$ cat src/irda_ctrl_defines.svh
// constants of the infrared port control block: offsets, fields, resets, timing
// assumes inclusion by the package, by the design modules and by the bench
`ifndef IRDA_CTRL_DEFINES_SVH
`define IRDA_CTRL_DEFINES_SVH

// register indices, byte address is four times the index
`define IDX_DIV_LOW 3'h0
`define IDX_DIV_HIGH 3'h1
`define IDX_CONTROL_ONE 3'h2
`define IDX_BANK 3'h3
`define IDX_HANDSHAKE 3'h4
`define IDX_STATUS5 3'h5
`define IDX_FILL_TX 3'h6
`define IDX_FRAME_STATUS 3'h7

// bank select codes
`define BANK_CODE_SET2 8'hE0
`define BANK_CODE_SET3 8'hE4
`define BANK_CODE_SET4 8'hE8
`define BANK_CODE_SET5 8'hEC
`define BANK_CODE_SET6 8'hF0
`define BANK_CODE_SET7 8'hF4
`define BANK_RESET 8'hE0
`define SET2_BANK_READ 8'hE0

// reset values
`define CONTROL_ONE_RESET 8'h00
`define CONTROL_TWO_RESET 8'h00
`define HANDSHAKE_RESET 8'h60
`define FRAME_STATUS_RESET 8'h00

// control one fields
`define C1_BAUD_OUT 7
`define C1_LOOP_PIN 5
`define C1_ALL_LOOP 4
`define C1_CH_SWAP 3
`define C1_DMA_THR 2
`define C1_FAIR 1
`define C1_ADV_SEL 0
// control two and handshake fields
`define C2_FALLBACK_DIS 7
`define HS_MODE_HI 7
`define HS_MODE_LO 5
`define HS_LEGACY_LOOP 4
`define HS_DMA_EN 2
`define HS_DTR 0

// advanced mode codes
`define MODE_MIR_LOW 3'h1
`define MODE_MIR_HIGH 3'h4
`define MODE_FIR 3'h5
`define MODE_REMOTE 3'h6

// dma thresholds
`define TX_THR_LOW 5'h0D
`define TX_THR_HIGH_16 5'h17
`define TX_THR_HIGH_32 5'h07
`define RX_THR_LOW 4'h4
`define RX_THR_HIGH 4'hA
`define FIFO_SIZE_32 2'h1

// timing
`define CLK_SYS_MHZ 200
`define FAIRNESS_TIME_NS 10500

// axi responses
`define RESP_OKAY 2'h0
`define RESP_SLVERR 2'h2

`endif

$ cat src/irda_ctrl_pkg.sv
// types of the infrared port control block
// assumes the defines header is on the include path
`include "irda_ctrl_defines.svh"
package irda_ctrl_pkg;

	typedef struct packed {
		logic flow_control;
		logic tx_empty;
		logic terminal_count;
		logic frame_end_taken;
		logic receiver_busy;
		logic frame_end_lost;
		logic remote_pulse;
		logic frame_end_in_fifo;
		logic rx_data_timeout;
		logic frame_status_timeout;
	} ir_events_type;

	typedef struct packed {
		logic [15:0] divisor;
		logic [7:0] control_one;
		logic [7:0] control_two;
		logic [7:0] handshake;
		logic [7:0] ir_control;
		logic [7:0] scratch;
		logic [1:0] set4_bits;
		logic [7:0] bank_select;
	} regs_type;

	typedef struct packed {
		logic flow_control_active;
		logic tx_underrun_flag;
		logic lost_frame_end;
		logic remote_pulse_seen;
		logic frame_end_request;
		logic receive_timeout_flag;
	} flags_type;

	typedef struct packed {
		logic aw_held;
		logic aw_bad;
		logic [2:0] aw_index;
		logic w_held;
		logic [7:0] w_data;
		logic w_lane0;
		logic bvalid;
		logic [1:0] bresp;
		logic rvalid;
		logic [1:0] rresp;
		logic [31:0] rdata;
	} bus_type;

	typedef struct packed {
		regs_type regs;
		flags_type flags;
		bus_type bus;
		logic ir_tx_pin;
		logic dtr_pin;
	} ctrl_state_type;

	typedef struct packed {
		logic [11:0] count;
		logic blocked;
	} fair_state_type;

	// bank value to register set number
	function automatic logic [2:0] set_of(input logic [7:0] v);
		logic [2:0] s;
		s = 3'h1;
		if (!v[7]) begin
			s = 3'h0;
		end else begin
			unique case (v)
				`BANK_CODE_SET2: s = 3'h2;
				`BANK_CODE_SET3: s = 3'h3;
				`BANK_CODE_SET4: s = 3'h4;
				`BANK_CODE_SET5: s = 3'h5;
				`BANK_CODE_SET6: s = 3'h6;
				`BANK_CODE_SET7: s = 3'h7;
				default: s = 3'h1;
			endcase
		end
		return s;
	endfunction

endpackage

$ cat src/dma_fairness_gate.sv
// dma request gate that drops a request held too long
// assumes the raw request comes from logic on CLK_SYS
`timescale 1ns/1ps
`include "irda_ctrl_defines.svh"
module dma_fairness_gate import irda_ctrl_pkg::*; (
	// clock and reset
	input wire logic clk_sys,
	input wire logic rst,
	// control
	input wire logic limit_enable,
	// request
	input wire logic request_raw,
	output logic request_out
);

	localparam int FAIR_CYCLES = (`FAIRNESS_TIME_NS * `CLK_SYS_MHZ + 999) / 1000;
	localparam logic [11:0] FAIR_LAST = 12'(FAIR_CYCLES - 1);

	fair_state_type s_reg;
	fair_state_type s_next;

	always_comb begin
		s_next = s_reg;
		if (!request_raw) begin
			s_next.count = 12'h000;
			s_next.blocked = 1'b0;
		end else if (limit_enable && !s_reg.blocked) begin
			if (s_reg.count == FAIR_LAST) begin
				s_next.blocked = 1'b1;
			end else begin
				s_next.count = s_reg.count + 12'h001;
			end
		end
	end

	always_ff @(posedge clk_sys or posedge rst) begin
		if (rst) begin
			s_reg <= '0;
		end else begin
			s_reg <= s_next;
		end
	end

	// held request is cut only while fairness limiting is on
	assign request_out = request_raw && !(limit_enable && s_reg.blocked);

endmodule

$ cat src/infrared_uart_advanced_control.sv
// banked control and status registers of an infrared serial port, axi4-lite slave
// assumes event inputs and fill levels come from logic on CLK_SYS
//
// Local design decision: the AXI4-Lite interface to the registers.
`timescale 1ns/1ps
`include "irda_ctrl_defines.svh"
module infrared_uart_advanced_control import irda_ctrl_pkg::*; (
	// clock and reset
	input wire logic CLK_SYS,
	input wire logic RST,
	// axi4-lite write address
	input wire logic [31:0] S_AXI_AWADDR,
	input wire logic S_AXI_AWVALID,
	output logic S_AXI_AWREADY,
	// axi4-lite write data
	input wire logic [31:0] S_AXI_WDATA,
	input wire logic [3:0] S_AXI_WSTRB,
	input wire logic S_AXI_WVALID,
	output logic S_AXI_WREADY,
	// axi4-lite write response
	output logic [1:0] S_AXI_BRESP,
	output logic S_AXI_BVALID,
	input wire logic S_AXI_BREADY,
	// axi4-lite read address
	input wire logic [31:0] S_AXI_ARADDR,
	input wire logic S_AXI_ARVALID,
	output logic S_AXI_ARREADY,
	// axi4-lite read data
	output logic [31:0] S_AXI_RDATA,
	output logic [1:0] S_AXI_RRESP,
	output logic S_AXI_RVALID,
	input wire logic S_AXI_RREADY,
	// receiver and transmitter events
	input wire ir_events_type EVENTS,
	input wire logic [5:0] TX_FILL_LEVEL,
	input wire logic [5:0] RX_FILL_LEVEL,
	// serial data and baud clock
	input wire logic BAUD_CLOCK,
	input wire logic TX_SERIAL_DATA,
	// dma requests from the fifos
	input wire logic RX_DMA_WANT,
	input wire logic TX_DMA_WANT,
	// pins
	output logic IR_TX_PIN,
	output logic DTR_PIN,
	// dma
	output logic DMA_REQUEST,
	output logic DMA_SERVES_TX,
	output logic [4:0] TX_DMA_THRESHOLD,
	output logic [3:0] RX_DMA_THRESHOLD,
	// mode and control
	output logic ADVANCED_MODE,
	output logic [2:0] MODE_CODE,
	output logic LOOPBACK_ACTIVE,
	output logic FRAME_END_REQUEST,
	output logic [15:0] DIVISOR,
	output logic [1:0] SET4_CONTROL
);

	ctrl_state_type s_reg;
	ctrl_state_type s_next;

	logic advanced;
	logic fast_mode;
	logic remote_mode;
	logic dma_enabled;
	logic loop_on;
	logic [2:0] cur_set;
	logic aw_take;
	logic w_take;
	logic ar_take;
	logic do_write;
	logic rd_bad;
	logic [2:0] rd_index;
	logic dma_want;

	assign advanced = s_reg.regs.control_one[`C1_ADV_SEL];
	assign MODE_CODE = s_reg.regs.handshake[`HS_MODE_HI:`HS_MODE_LO];
	assign fast_mode = advanced && (MODE_CODE == `MODE_MIR_LOW || MODE_CODE == `MODE_MIR_HIGH
		|| MODE_CODE == `MODE_FIR);
	assign remote_mode = advanced && (MODE_CODE == `MODE_REMOTE);
	assign dma_enabled = s_reg.regs.handshake[`HS_DMA_EN];
	assign cur_set = set_of(s_reg.regs.bank_select);
	// legacy diagnostic loop or all mode loop
	assign loop_on = (!advanced && s_reg.regs.handshake[`HS_LEGACY_LOOP])
		|| s_reg.regs.control_one[`C1_ALL_LOOP];

	// axi handshakes: one write and one read in flight at a time
	assign aw_take = S_AXI_AWVALID && !s_reg.bus.aw_held && !s_reg.bus.bvalid;
	assign w_take = S_AXI_WVALID && !s_reg.bus.w_held && !s_reg.bus.bvalid;
	assign ar_take = S_AXI_ARVALID && !s_reg.bus.rvalid;
	assign do_write = s_reg.bus.aw_held && s_reg.bus.w_held;
	assign rd_bad = |S_AXI_ARADDR[31:5];
	assign rd_index = S_AXI_ARADDR[4:2];

	assign S_AXI_AWREADY = !s_reg.bus.aw_held && !s_reg.bus.bvalid;
	assign S_AXI_WREADY = !s_reg.bus.w_held && !s_reg.bus.bvalid;
	assign S_AXI_ARREADY = !s_reg.bus.rvalid;
	assign S_AXI_BVALID = s_reg.bus.bvalid;
	assign S_AXI_BRESP = s_reg.bus.bresp;
	assign S_AXI_RVALID = s_reg.bus.rvalid;
	assign S_AXI_RRESP = s_reg.bus.rresp;
	assign S_AXI_RDATA = s_reg.bus.rdata;

	// status byte of offset 7 in advanced mode
	function automatic logic [7:0] status_byte(input ctrl_state_type st, input logic fast,
		input logic remote, input ir_events_type ev);
		logic [7:0] b;
		b = 8'h00;
		b[7] = st.flags.flow_control_active;
		b[6] = st.flags.tx_underrun_flag;
		b[5] = (fast || remote) && ev.receiver_busy;
		b[4] = fast ? st.flags.lost_frame_end : (remote && st.flags.remote_pulse_seen);
		b[3] = st.flags.frame_end_request;
		b[1] = ev.frame_end_in_fifo;
		b[0] = st.flags.receive_timeout_flag;
		return b;
	endfunction

	always_comb begin
		logic [7:0] rbyte;
		logic rd_fallback;
		logic wr_fallback;
		logic fallback_hit;
		logic [2:0] wi;
		logic [7:0] wd;
		rbyte = 8'h00;
		rd_fallback = 1'b0;
		wr_fallback = 1'b0;
		fallback_hit = 1'b0;
		wi = s_reg.bus.aw_index;
		wd = s_reg.bus.w_data;
		s_next = s_reg;

		// address and data may arrive in either order
		if (aw_take) begin
			s_next.bus.aw_held = 1'b1;
			s_next.bus.aw_bad = |S_AXI_AWADDR[31:5];
			s_next.bus.aw_index = S_AXI_AWADDR[4:2];
		end
		if (w_take) begin
			s_next.bus.w_held = 1'b1;
			s_next.bus.w_data = S_AXI_WDATA[7:0];
			s_next.bus.w_lane0 = S_AXI_WSTRB[0];
		end
		if (s_reg.bus.bvalid && S_AXI_BREADY) begin
			s_next.bus.bvalid = 1'b0;
		end
		if (s_reg.bus.rvalid && S_AXI_RREADY) begin
			s_next.bus.rvalid = 1'b0;
		end

		// transmitter has consumed the frame end
		if (EVENTS.frame_end_taken) begin
			s_next.flags.frame_end_request = 1'b0;
		end

		// read path with its side effects
		if (ar_take) begin
			s_next.bus.rvalid = 1'b1;
			s_next.bus.rresp = rd_bad ? `RESP_SLVERR : `RESP_OKAY;
			if (!rd_bad) begin
				unique case (rd_index)
					`IDX_DIV_LOW: begin
						if (cur_set == 3'h1 || cur_set == 3'h2) begin
							rbyte = s_reg.regs.divisor[7:0];
						end
						rd_fallback = (cur_set == 3'h1);
					end
					`IDX_DIV_HIGH: begin
						if (cur_set == 3'h1 || cur_set == 3'h2) begin
							rbyte = s_reg.regs.divisor[15:8];
						end
						rd_fallback = (cur_set == 3'h1);
					end
					`IDX_CONTROL_ONE: begin
						if (cur_set == 3'h2) begin
							rbyte = s_reg.regs.control_one;
						end
					end
					`IDX_BANK: begin
						if (cur_set == 3'h2) begin
							rbyte = `SET2_BANK_READ;
						end else if (cur_set <= 3'h1) begin
							rbyte = s_reg.regs.ir_control;
						end
					end
					`IDX_HANDSHAKE: begin
						if (cur_set == 3'h2) begin
							rbyte = s_reg.regs.control_two;
						end else if (cur_set <= 3'h1) begin
							rbyte = s_reg.regs.handshake;
						end
					end
					`IDX_STATUS5: begin
						rbyte = 8'h00;
					end
					`IDX_FILL_TX: begin
						if (cur_set == 3'h2) begin
							rbyte = {2'h0, TX_FILL_LEVEL};
						end
					end
					`IDX_FRAME_STATUS: begin
						if (cur_set == 3'h2) begin
							rbyte = {2'h0, RX_FILL_LEVEL};
						end else if (cur_set <= 3'h1) begin
							if (advanced) begin
								rbyte = status_byte(s_reg, fast_mode, remote_mode, EVENTS);
								// cleared only by this read strobe
								s_next.flags.flow_control_active = 1'b0;
								s_next.flags.lost_frame_end = 1'b0;
								s_next.flags.remote_pulse_seen = 1'b0;
								s_next.flags.receive_timeout_flag = 1'b0;
							end else begin
								rbyte = s_reg.regs.scratch;
							end
						end
					end
				endcase
			end
			s_next.bus.rdata = {24'h000000, rbyte};
		end

		// write path once address and data are both held
		if (do_write) begin
			s_next.bus.aw_held = 1'b0;
			s_next.bus.w_held = 1'b0;
			s_next.bus.bvalid = 1'b1;
			s_next.bus.bresp = s_reg.bus.aw_bad ? `RESP_SLVERR : `RESP_OKAY;
			if (!s_reg.bus.aw_bad && s_reg.bus.w_lane0) begin
				unique case (wi)
					`IDX_DIV_LOW: begin
						if (cur_set == 3'h1 || cur_set == 3'h2) begin
							s_next.regs.divisor[7:0] = wd;
						end
						wr_fallback = (cur_set == 3'h1);
					end
					`IDX_DIV_HIGH: begin
						if (cur_set == 3'h1 || cur_set == 3'h2) begin
							s_next.regs.divisor[15:8] = wd;
						end
						wr_fallback = (cur_set == 3'h1);
					end
					`IDX_CONTROL_ONE: begin
						if (cur_set == 3'h2) begin
							s_next.regs.control_one = {wd[7], 1'b0, wd[5:0]};
						end
					end
					`IDX_BANK: begin
						s_next.regs.bank_select = wd;
						if (cur_set <= 3'h1) begin
							s_next.regs.ir_control = wd;
						end
						if (cur_set == 3'h4) begin
							s_next.regs.set4_bits = wd[3:2];
						end
					end
					`IDX_HANDSHAKE: begin
						if (cur_set == 3'h2) begin
							s_next.regs.control_two = {wd[7], 1'b0, wd[5:0]};
						end else if (cur_set <= 3'h1) begin
							s_next.regs.handshake = wd;
						end
					end
					`IDX_STATUS5: begin
						s_next.regs.scratch = s_reg.regs.scratch;
					end
					`IDX_FILL_TX: begin
						s_next.regs.scratch = s_reg.regs.scratch;
					end
					`IDX_FRAME_STATUS: begin
						if (cur_set <= 3'h1) begin
							if (advanced) begin
								if (wd[6]) begin
									s_next.flags.tx_underrun_flag = 1'b0;
								end
								s_next.flags.frame_end_request = wd[3];
							end else begin
								s_next.regs.scratch = wd;
							end
						end
					end
				endcase
			end
		end

		// legacy divisor access: fall back unless disabled
		fallback_hit = rd_fallback || wr_fallback;
		if (fallback_hit && !s_reg.regs.control_two[`C2_FALLBACK_DIS]) begin
			if (advanced) begin
				s_next.regs.handshake[`HS_MODE_HI:`HS_MODE_LO] = 3'h0;
				s_next.regs.control_one[`C1_ADV_SEL] = 1'b0;
				s_next.regs.control_one[`C1_LOOP_PIN] = 1'b0;
				s_next.regs.control_one[`C1_BAUD_OUT] = 1'b0;
				s_next.regs.set4_bits = 2'h0;
			end else begin
				s_next.regs.control_one[`C1_LOOP_PIN] = 1'b0;
				s_next.regs.control_one[`C1_BAUD_OUT] = 1'b0;
			end
		end
		// with fallback disabled nothing else is touched here
		if (fallback_hit && s_reg.regs.control_two[`C2_FALLBACK_DIS]) begin
			s_next.regs.handshake = s_next.regs.handshake;
		end

		// events last so that a set wins over a same-cycle clear
		if (fast_mode && EVENTS.flow_control) begin
			s_next.flags.flow_control_active = 1'b1;
		end
		if (fast_mode && EVENTS.tx_empty
			&& (dma_enabled ? !EVENTS.terminal_count : !s_reg.flags.frame_end_request)) begin
			s_next.flags.tx_underrun_flag = 1'b1;
		end
		if (fast_mode && EVENTS.frame_end_lost) begin
			s_next.flags.lost_frame_end = 1'b1;
		end
		if (remote_mode && EVENTS.remote_pulse) begin
			s_next.flags.remote_pulse_seen = 1'b1;
		end
		if ((fast_mode || remote_mode)
			&& (EVENTS.rx_data_timeout || EVENTS.frame_status_timeout)) begin
			s_next.flags.receive_timeout_flag = 1'b1;
		end

		// pin drivers
		if (loop_on && !s_reg.regs.control_one[`C1_LOOP_PIN]) begin
			s_next.ir_tx_pin = 1'b0;
		end else begin
			s_next.ir_tx_pin = TX_SERIAL_DATA;
		end
		if (s_reg.regs.control_one[`C1_BAUD_OUT]) begin
			s_next.dtr_pin = BAUD_CLOCK;
		end else begin
			s_next.dtr_pin = s_reg.regs.handshake[`HS_DTR];
		end
	end

	always_ff @(posedge CLK_SYS or posedge RST) begin
		if (RST) begin
			s_reg <= '0;
			s_reg.regs.control_one <= `CONTROL_ONE_RESET;
			s_reg.regs.control_two <= `CONTROL_TWO_RESET;
			s_reg.regs.handshake <= `HANDSHAKE_RESET;
			s_reg.regs.bank_select <= `BANK_RESET;
			s_reg.regs.scratch <= `FRAME_STATUS_RESET;
		end else begin
			s_reg <= s_next;
		end
	end

	// single dma channel owner
	assign DMA_SERVES_TX = s_reg.regs.control_one[`C1_CH_SWAP];
	assign dma_want = fast_mode && dma_enabled && (DMA_SERVES_TX ? TX_DMA_WANT : RX_DMA_WANT);

	dma_fairness_gate fairness (
		.clk_sys(CLK_SYS),
		.rst(RST),
		.limit_enable(!s_reg.regs.control_one[`C1_FAIR]),
		.request_raw(dma_want),
		.request_out(DMA_REQUEST)
	);

	// dma thresholds by level bit and transmit fifo size
	always_comb begin
		if (!s_reg.regs.control_one[`C1_DMA_THR]) begin
			TX_DMA_THRESHOLD = `TX_THR_LOW;
			RX_DMA_THRESHOLD = `RX_THR_LOW;
		end else begin
			if (s_reg.regs.control_two[1:0] == `FIFO_SIZE_32) begin
				TX_DMA_THRESHOLD = `TX_THR_HIGH_32;
			end else begin
				TX_DMA_THRESHOLD = `TX_THR_HIGH_16;
			end
			RX_DMA_THRESHOLD = `RX_THR_HIGH;
		end
	end

	assign IR_TX_PIN = s_reg.ir_tx_pin;
	assign DTR_PIN = s_reg.dtr_pin;
	assign ADVANCED_MODE = advanced;
	assign LOOPBACK_ACTIVE = loop_on;
	assign FRAME_END_REQUEST = s_reg.flags.frame_end_request;
	assign DIVISOR = s_reg.regs.divisor;
	assign SET4_CONTROL = s_reg.regs.set4_bits;

endmodule

$ cat config.mk
export PLATFORM = sky130hd
export DESIGN_NAME = infrared_uart_advanced_control
export DESIGN_NICKNAME = d
export VERILOG_FILES = /design/src/irda_ctrl_pkg.sv /design/src/dma_fairness_gate.sv /design/src/infrared_uart_advanced_control.sv
export VERILOG_INCLUDE_DIRS = /design/src
export SDC_FILE = /design/constraint.sdc
export NUM_CORES = 1
export LEC_CHECK = 0
export ABC_AREA = 1
export CAP_MARGIN = 20
export CORE_UTILIZATION = 65
export DETAILED_ROUTE_END_ITERATION = 10
export DONT_BUFFER_PORTS = 1
export GPL_ROUTABILITY_DRIVEN = 0
export PLACE_DENSITY = 0.81
export SYNTH_ARGS = -nofsm -noshare
export SYNTH_HDL_FRONTEND = slang
export SYNTH_SLANG_ARGS = --single-unit
$ cat constraint.sdc
create_clock -name CLK_SYS -period 6.5 [get_ports CLK_SYS]
set_clock_uncertainty 0.2 [all_clocks]
set_input_delay 0.325 -clock CLK_SYS [delete_from_list [all_inputs] [get_ports CLK_SYS]]
set_output_delay 0.325 -clock CLK_SYS [all_outputs]
set_load 0.02 [all_outputs]
==> flow_summary.json, run 1 <==
{
  "arrival_ns": 2.79,
  "worstSetupPathType": "register to primary output",
  "dp_cells": 898,
  "path_clk_slew_ns": 0.11,
  "cpPeakStageDelay_ns": 0.80,
  "fmax_ghz": 0.302,
  "drc": 0,
  "syn_area_per_cell_um2": 7.60,
  "chipHeight_um": 100,
  "tns_ns": 0,
  "cts_resized": 0,
  "hpwl_um": 11000,
  "largest_register_ffs": 60,
  "cp-start-kind": "register",
  "diodes": 0,
  "core_region_area_mm2": 0.00928,
  "synth.cell_area_mm2": 0.00626,
  "synth_flop_cell": "dfrtp_1",
  "p_leak_nw": 3.02,
  "wl_um": 15100,
  "hold_violations": 0,
  "grt_pass1_wl_um": 23500,
  "setup_violations": 0,
  "critPathMaxFanout": 15,
  "vias": 5410,
  "worst_slew_pin_slew_ns": 0.855,
  "clockBufferDepth": 2,
  "drtIter0Drc": 387,
  "area_delta_synth_final_pct": 2.06,
  "synth_seq_cells": 112,
  "cts_max_level": 3,
  "cts_setup_buffers": 0,
  "finalCriticalPeriod_ns": 3.32,
  "post-route-util": 0.688,
  "powerDensity_mw_per_mm2": 228,
  "path_cells": "inv_2 > nor2_2 > nand2_1 > nor3_4 > inv_1 > a21oi_1",
  "yosys_warnings": 0,
  "ys_seq_area_frac": 0.449,
  "drive_gt1_frac": 0.0640,
  "cts-root-buf": "clkbuf_8",
  "final_cells": 941,
  "finalNetCount": 941,
  "portBuffers": 0,
  "viasPerCell": 5.75,
  "status": "completed",
  "slowest_stage": "dfrtp_1",
  "start_util": 0.674,
  "report.final.slew_viol_count": 0,
  "grt_antenna_before_repair": 0,
  "postSynthCellCount": 824,
  "setup_ws_ns": 3.18,
  "dieArea_mm2": 0.0100,
  "cts_tree": "yes",
  "cpLargestDelayFamily": "flip-flops",
  "slew_headroom": 0.424,
  "period_share": 0.510,
  "std_cell_rows": 35,
  "synth-edff-count": 0,
  "clk_latency_ns": 0.38,
  "rsz0062_at_grt": "no",
  "place_ws_ns": 3.67,
  "grt_pass1_vias": 4872,
  "drtAntennaViolNets": 0,
  "cts_hold_buf": 27,
  "clock_sinks": 112,
  "fill_cells": 775,
  "max_cap_viol_count": 0,
  "io_pins": 211,
  "required_ns": 5.97,
  "cp_num_buf_inv": 2,
  "async_flop_share": 1.00,
  "first_pass_iters": 5,
  "wl_per_cell_um": 16.1,
  "grt_overflow": 0,
  "hp-class": "input port to register",
  "cts_buffers": 9,
  "yosysUniqueCellTypes": 40,
  "dieWidth_um": 100,
  "gr-usage-all-layers": 0.305,
  "peakVddDrop_mv": 0.211,
  "grt_max_degree": 66,
  "worst_setup_path_end_kind": "primary output"
}
path summary, 6_finish.rpt:
check | from | endpoint | slack, ns | depth (start not counted)
setup / recovery | ADVANCED_MODE | DMA_REQUEST | 3.18 | 6
hold / removal | S_AXI_AWADDR[27] | s_reg[53] | 0.01 | 3
setup reg to reg | ADVANCED_MODE | fairness.s_reg[10] | 3.91 | 9
hold reg to reg | s_reg[91] | s_reg[91] | 0.30 | 2
max in group asynchronous | RST | DIVISOR[8] | 4.61 | 3
min in group asynchronous | RST | s_reg[57] | 0.28 | 2
per-layer routing:
metal | vias to the layer above | GRT usage | wire length [um]
met5 | - | 0 | 0
met4 | 0 | 0.118 | 471
met3 | 47 | 0.0724 | 1170
met2 | 282 | 0.494 | 7290
met1 | 2536 | 0.400 | 6190
li1 | 2545 | - | -
cell type report:
class	instances	area (um^2)	area share
timing repair buffer	28	278	0.0435
multi-input combinational	577	2650	0.414
inverter	79	299	0.0468
clock inverter	6	57.6	0.00901
sequential	112	2810	0.440
clock buffer	10	138	0.0215
tap	129	161	0.0253
Yosys cell counts (4+ instances only):
cell,instances,area share
dfstp_2,5,0.021
clkbuf_1,4,0.0024
inv_1,73,0.044
dfrtp_1,107,0.43
nor2_2,4,0.0040
nor3_1,10,0.0080
nand4_1,21,0.021
nand2_1,242,0.15
buf_2,9,0.0072
buf_4,66,0.079
nand2_2,6,0.0060
nand3_1,47,0.038
nor2_1,70,0.042
inv_2,6,0.0036
nor4_1,7,0.0070
o21ai_0,67,0.054
a21oi_1,27,0.022
o21ai_1,22,0.018
layout by cell type (no fill, tap or decap), drive strengths merged, types with 2 or more instances in the layout:
master / n
nand2: 249
dfrtp: 107
o21ai: 89
inv: 83
nor2: 77
nand3: 50
conb: 29
a21oi: 27
dlygate4sd3: 27
nand4: 21
nor3: 12
clkbuf: 10
nor4: 8
dfstp: 5
a21boi: 4
mux2: 2
clkinvlp: 2
o211ai: 2
through the flow:
step	hold WS (ns)	power (mW)	instance area [um^2]
CTS	0.00907	1.46	6390
floorplan	0.232	0.971	6360
global route	0.0252	1.51	6390
finish	0.0150	1.46	6390
global placement	0.0995	1.03	5920
detailed placement	0.107	1.04	5920
power breakdown:
part / internal, mW / switching, mW / total (mW)
logic: 0.0491 / 0.214 / 0.263
clock network: 0.159 / 0.248 / 0.408
registers: 0.746 / 0.0424 / 0.788
cell families (layout without fill, tap and decap cells):
group | Yosys count | count (layout) | synth area share
AND/OR/NAND/NOR | 419 | 419 | 0.292
flip-flops | 112 | 112 | 0.449
XOR/XNOR | 1 | 1 | 0.00140
multiplexers | 3 | 3 | 0.00520
adder cells (fa/ha/maj) | 1 | 1 | 0.00200
other | 2 | 29 | 0.00120
buffers and inverters | 162 | 123 | 0.145
AO/OA/AOI/OAI | 124 | 124 | 0.105
worst reg2reg max path, stage by stage, from the launching register on:
cell and delay [ns]:
dfrtp_1 0.80, inv_2 0.21, nor2_2 0.17, nand2_1 0.14
nor3_4 0.49, nand2_1 0.22, nand2_1 0.12, nand2_1 0.05
nand2_1 0.05, nor2_1 0.04
Power figures use the tool's default switching activity.
==> run 2: changes to the inputs <==
Settings changed: CORE_UTILIZATION 65 to 64, PLACE_DENSITY 0.81 to 0.8.
Clock period 6.5 ns to 3.13 ns, I/O delays scaled along.
==> flow_summary.json, run 2 (same netlist as run 1, synthesis figures left out) <==
{
  "clock_sinks": 112,
  "cts_max_level": 3,
  "cts_buffers": 9,
  "area_delta_synth_final_pct": 4.92,
  "drtAntennaViolNets": 0,
  "drtIter0Drc": 542,
  "hpwl_um": 11100,
  "regToRegSetupSlack_ns": 0.25,
  "gr-usage-all-layers": 0.326,
  "arrival_ns": 3.01,
  "rr_worst_depth": 7,
  "cts-root-buf": "clkbuf_8",
  "cpPeakStageDelay_ns": 0.59,
  "viasPerCell": 5.75,
  "setup_violations": 0,
  "grt_pass1_vias": 5126,
  "peakVddDrop_mv": 0.481,
  "dieArea_mm2": 0.0102,
  "drive_gt1_frac": 0.0652,
  "worstSetupPathType": "register to register",
  "finalNetCount": 957,
  "clk_latency_ns": 0.38,
  "cp-start-kind": "register",
  "largest_register_ffs": 60,
  "powerDensity_mw_per_mm2": 479,
  "diodes": 0,
  "cts_setup_buffers": 0,
  "worst_setup_path_end_kind": "register",
  "std_cell_rows": 35,
  "core_region_area_mm2": 0.00937,
  "grt_pass1_wl_um": 25100,
  "hold_violations": 0,
  "setup_ws_ns": 0.246,
  "grt_overflow": 0,
  "max_cap_viol_count": 0,
  "required_ns": 3.25,
  "tns_ns": 0,
  "grt_antenna_before_repair": 0,
  "min_path_cells": 8,
  "critPathMaxFanout": 7,
  "worst_slew_pin_slew_ns": 0.856,
  "multi_input_area_mm2": 0.00265,
  "worstHoldStart": "RX_FILL_LEVEL[0]",
  "status": "completed",
  "place_ws_ns": 0.565,
  "clockBufferDepth": 2,
  "chipHeight_um": 101,
  "cp_num_buf_inv": 3,
  "hold_path_end": "S_AXI_RDATA[0]",
  "start_util": 0.668,
  "hp-class": "input port to register",
  "vias": 5507,
  "rsz0062_at_grt": "no",
  "fmax_ghz": 0.347,
  "fill_cells": 781,
  "drc": 0,
  "io_pins": 211,
  "timing.rr.end": "s_reg[52]",
  "layout_common_cells": "nand2_1 (242), dfrtp_1 (107), inv_1 (72)",
  "period_share": 0.921,
  "portBuffers": 0,
  "wl_per_cell_um": 16.8,
  "path_clk_slew_ns": 0.11,
  "slowest_stage": "dlygate4sd3_1",
  "first_pass_iters": 5,
  "cts_tree": "yes",
  "slew_headroom": 0.423,
  "path_cells": "nor2_1 > nand2_1 > inv_1 > nand2_1 > dlygate4sd3_1 > o21ai_0 > dlygate4sd3_1",
  "p_leak_nw": 3.09,
  "finalCriticalPeriod_ns": 2.88,
  "report.final.slew_viol_count": 0,
  "dieWidth_um": 101,
  "register_area_mm2": 0.00281,
  "wl_um": 16100,
  "reg2reg_from": "S_AXI_BVALID",
  "final_common_cell": "nand2_1",
  "grt_max_degree": 113,
  "cpLargestDelayFamily": "buffers and inverters"
}
## run 2: cell type report
class	count	area share
multi-input cells	577	0.403
repair buffers	44	0.0678
clock buffers	10	0.0210
inverters	79	0.0457
flip-flops and latches	112	0.428
clock inverters	6	0.0103
well taps	129	0.0246
## run 2: timing repair
| action | CTS | global route |
|---|---|---|
| endpoints found under the hold margin | 140 | 0 |
| hold buffers | 41 | 0 |
| resized for setup | 0 | 0 |
| setup endpoints to repair | 0 | 0 |
## run 2: power breakdown
part	internal (mW)	switching [mW]	leakage, nW	total (mW)
Sequential	1.55	0.0917	1.49	1.64
Clock	0.395	0.503	0.0989	0.899
Combinational	0.144	0.465	1.50	0.609
Total	2.09	1.06	3.09	3.15
## run 2: worst min-delay path: cells and delay by family
kind	cells	cell delay [ns]
and+or+nand+nor	7	0.37
buffers and inverters	1	0.04
## run 2: per-layer routing
layer  routed length, um  vias to the layer above  part of all wire  global-route usage
met4                 565                        0             0.035               0.140
li1                    -                     2552                 -                   -
met3                1520                       61             0.094              0.0839
met1                6230                     2583              0.39               0.415
met5                   0                        -                 0                   0
met2                7760                      311              0.48               0.527
## run 2: worst max-delay path by stage
stage	from	end	cells after the start
final	S_AXI_BVALID	s_reg[52]	7
after global routing	S_AXI_BVALID	s_reg[50]	7
after CTS	S_AXI_BVALID	s_reg[51]	7
after detailed placement	S_AXI_RVALID	SET4_CONTROL[1]	8
after global placement	S_AXI_RVALID	SET4_CONTROL[1]	8
after floorplan	ADVANCED_MODE	DMA_REQUEST	6
## run 2: stage by stage
stage | hold WS, ns | area [um^2] | total power, mW | util | std cells
final | 0.0110 | 6570 | 3.15 | 0.701 | 957
after global routing | 0.0497 | 6570 | 3.28 | 0.701 | 957
after global placement | 0.0443 | 5950 | 2.14 | 0.635 | 900
after floorplan | 0.0638 | 6370 | 2.02 | - | 851
after detailed placement | 0.0513 | 5950 | 2.18 | 0.635 | 900
after CTS | 0.000414 | 6570 | 3.13 | 0.701 | 957
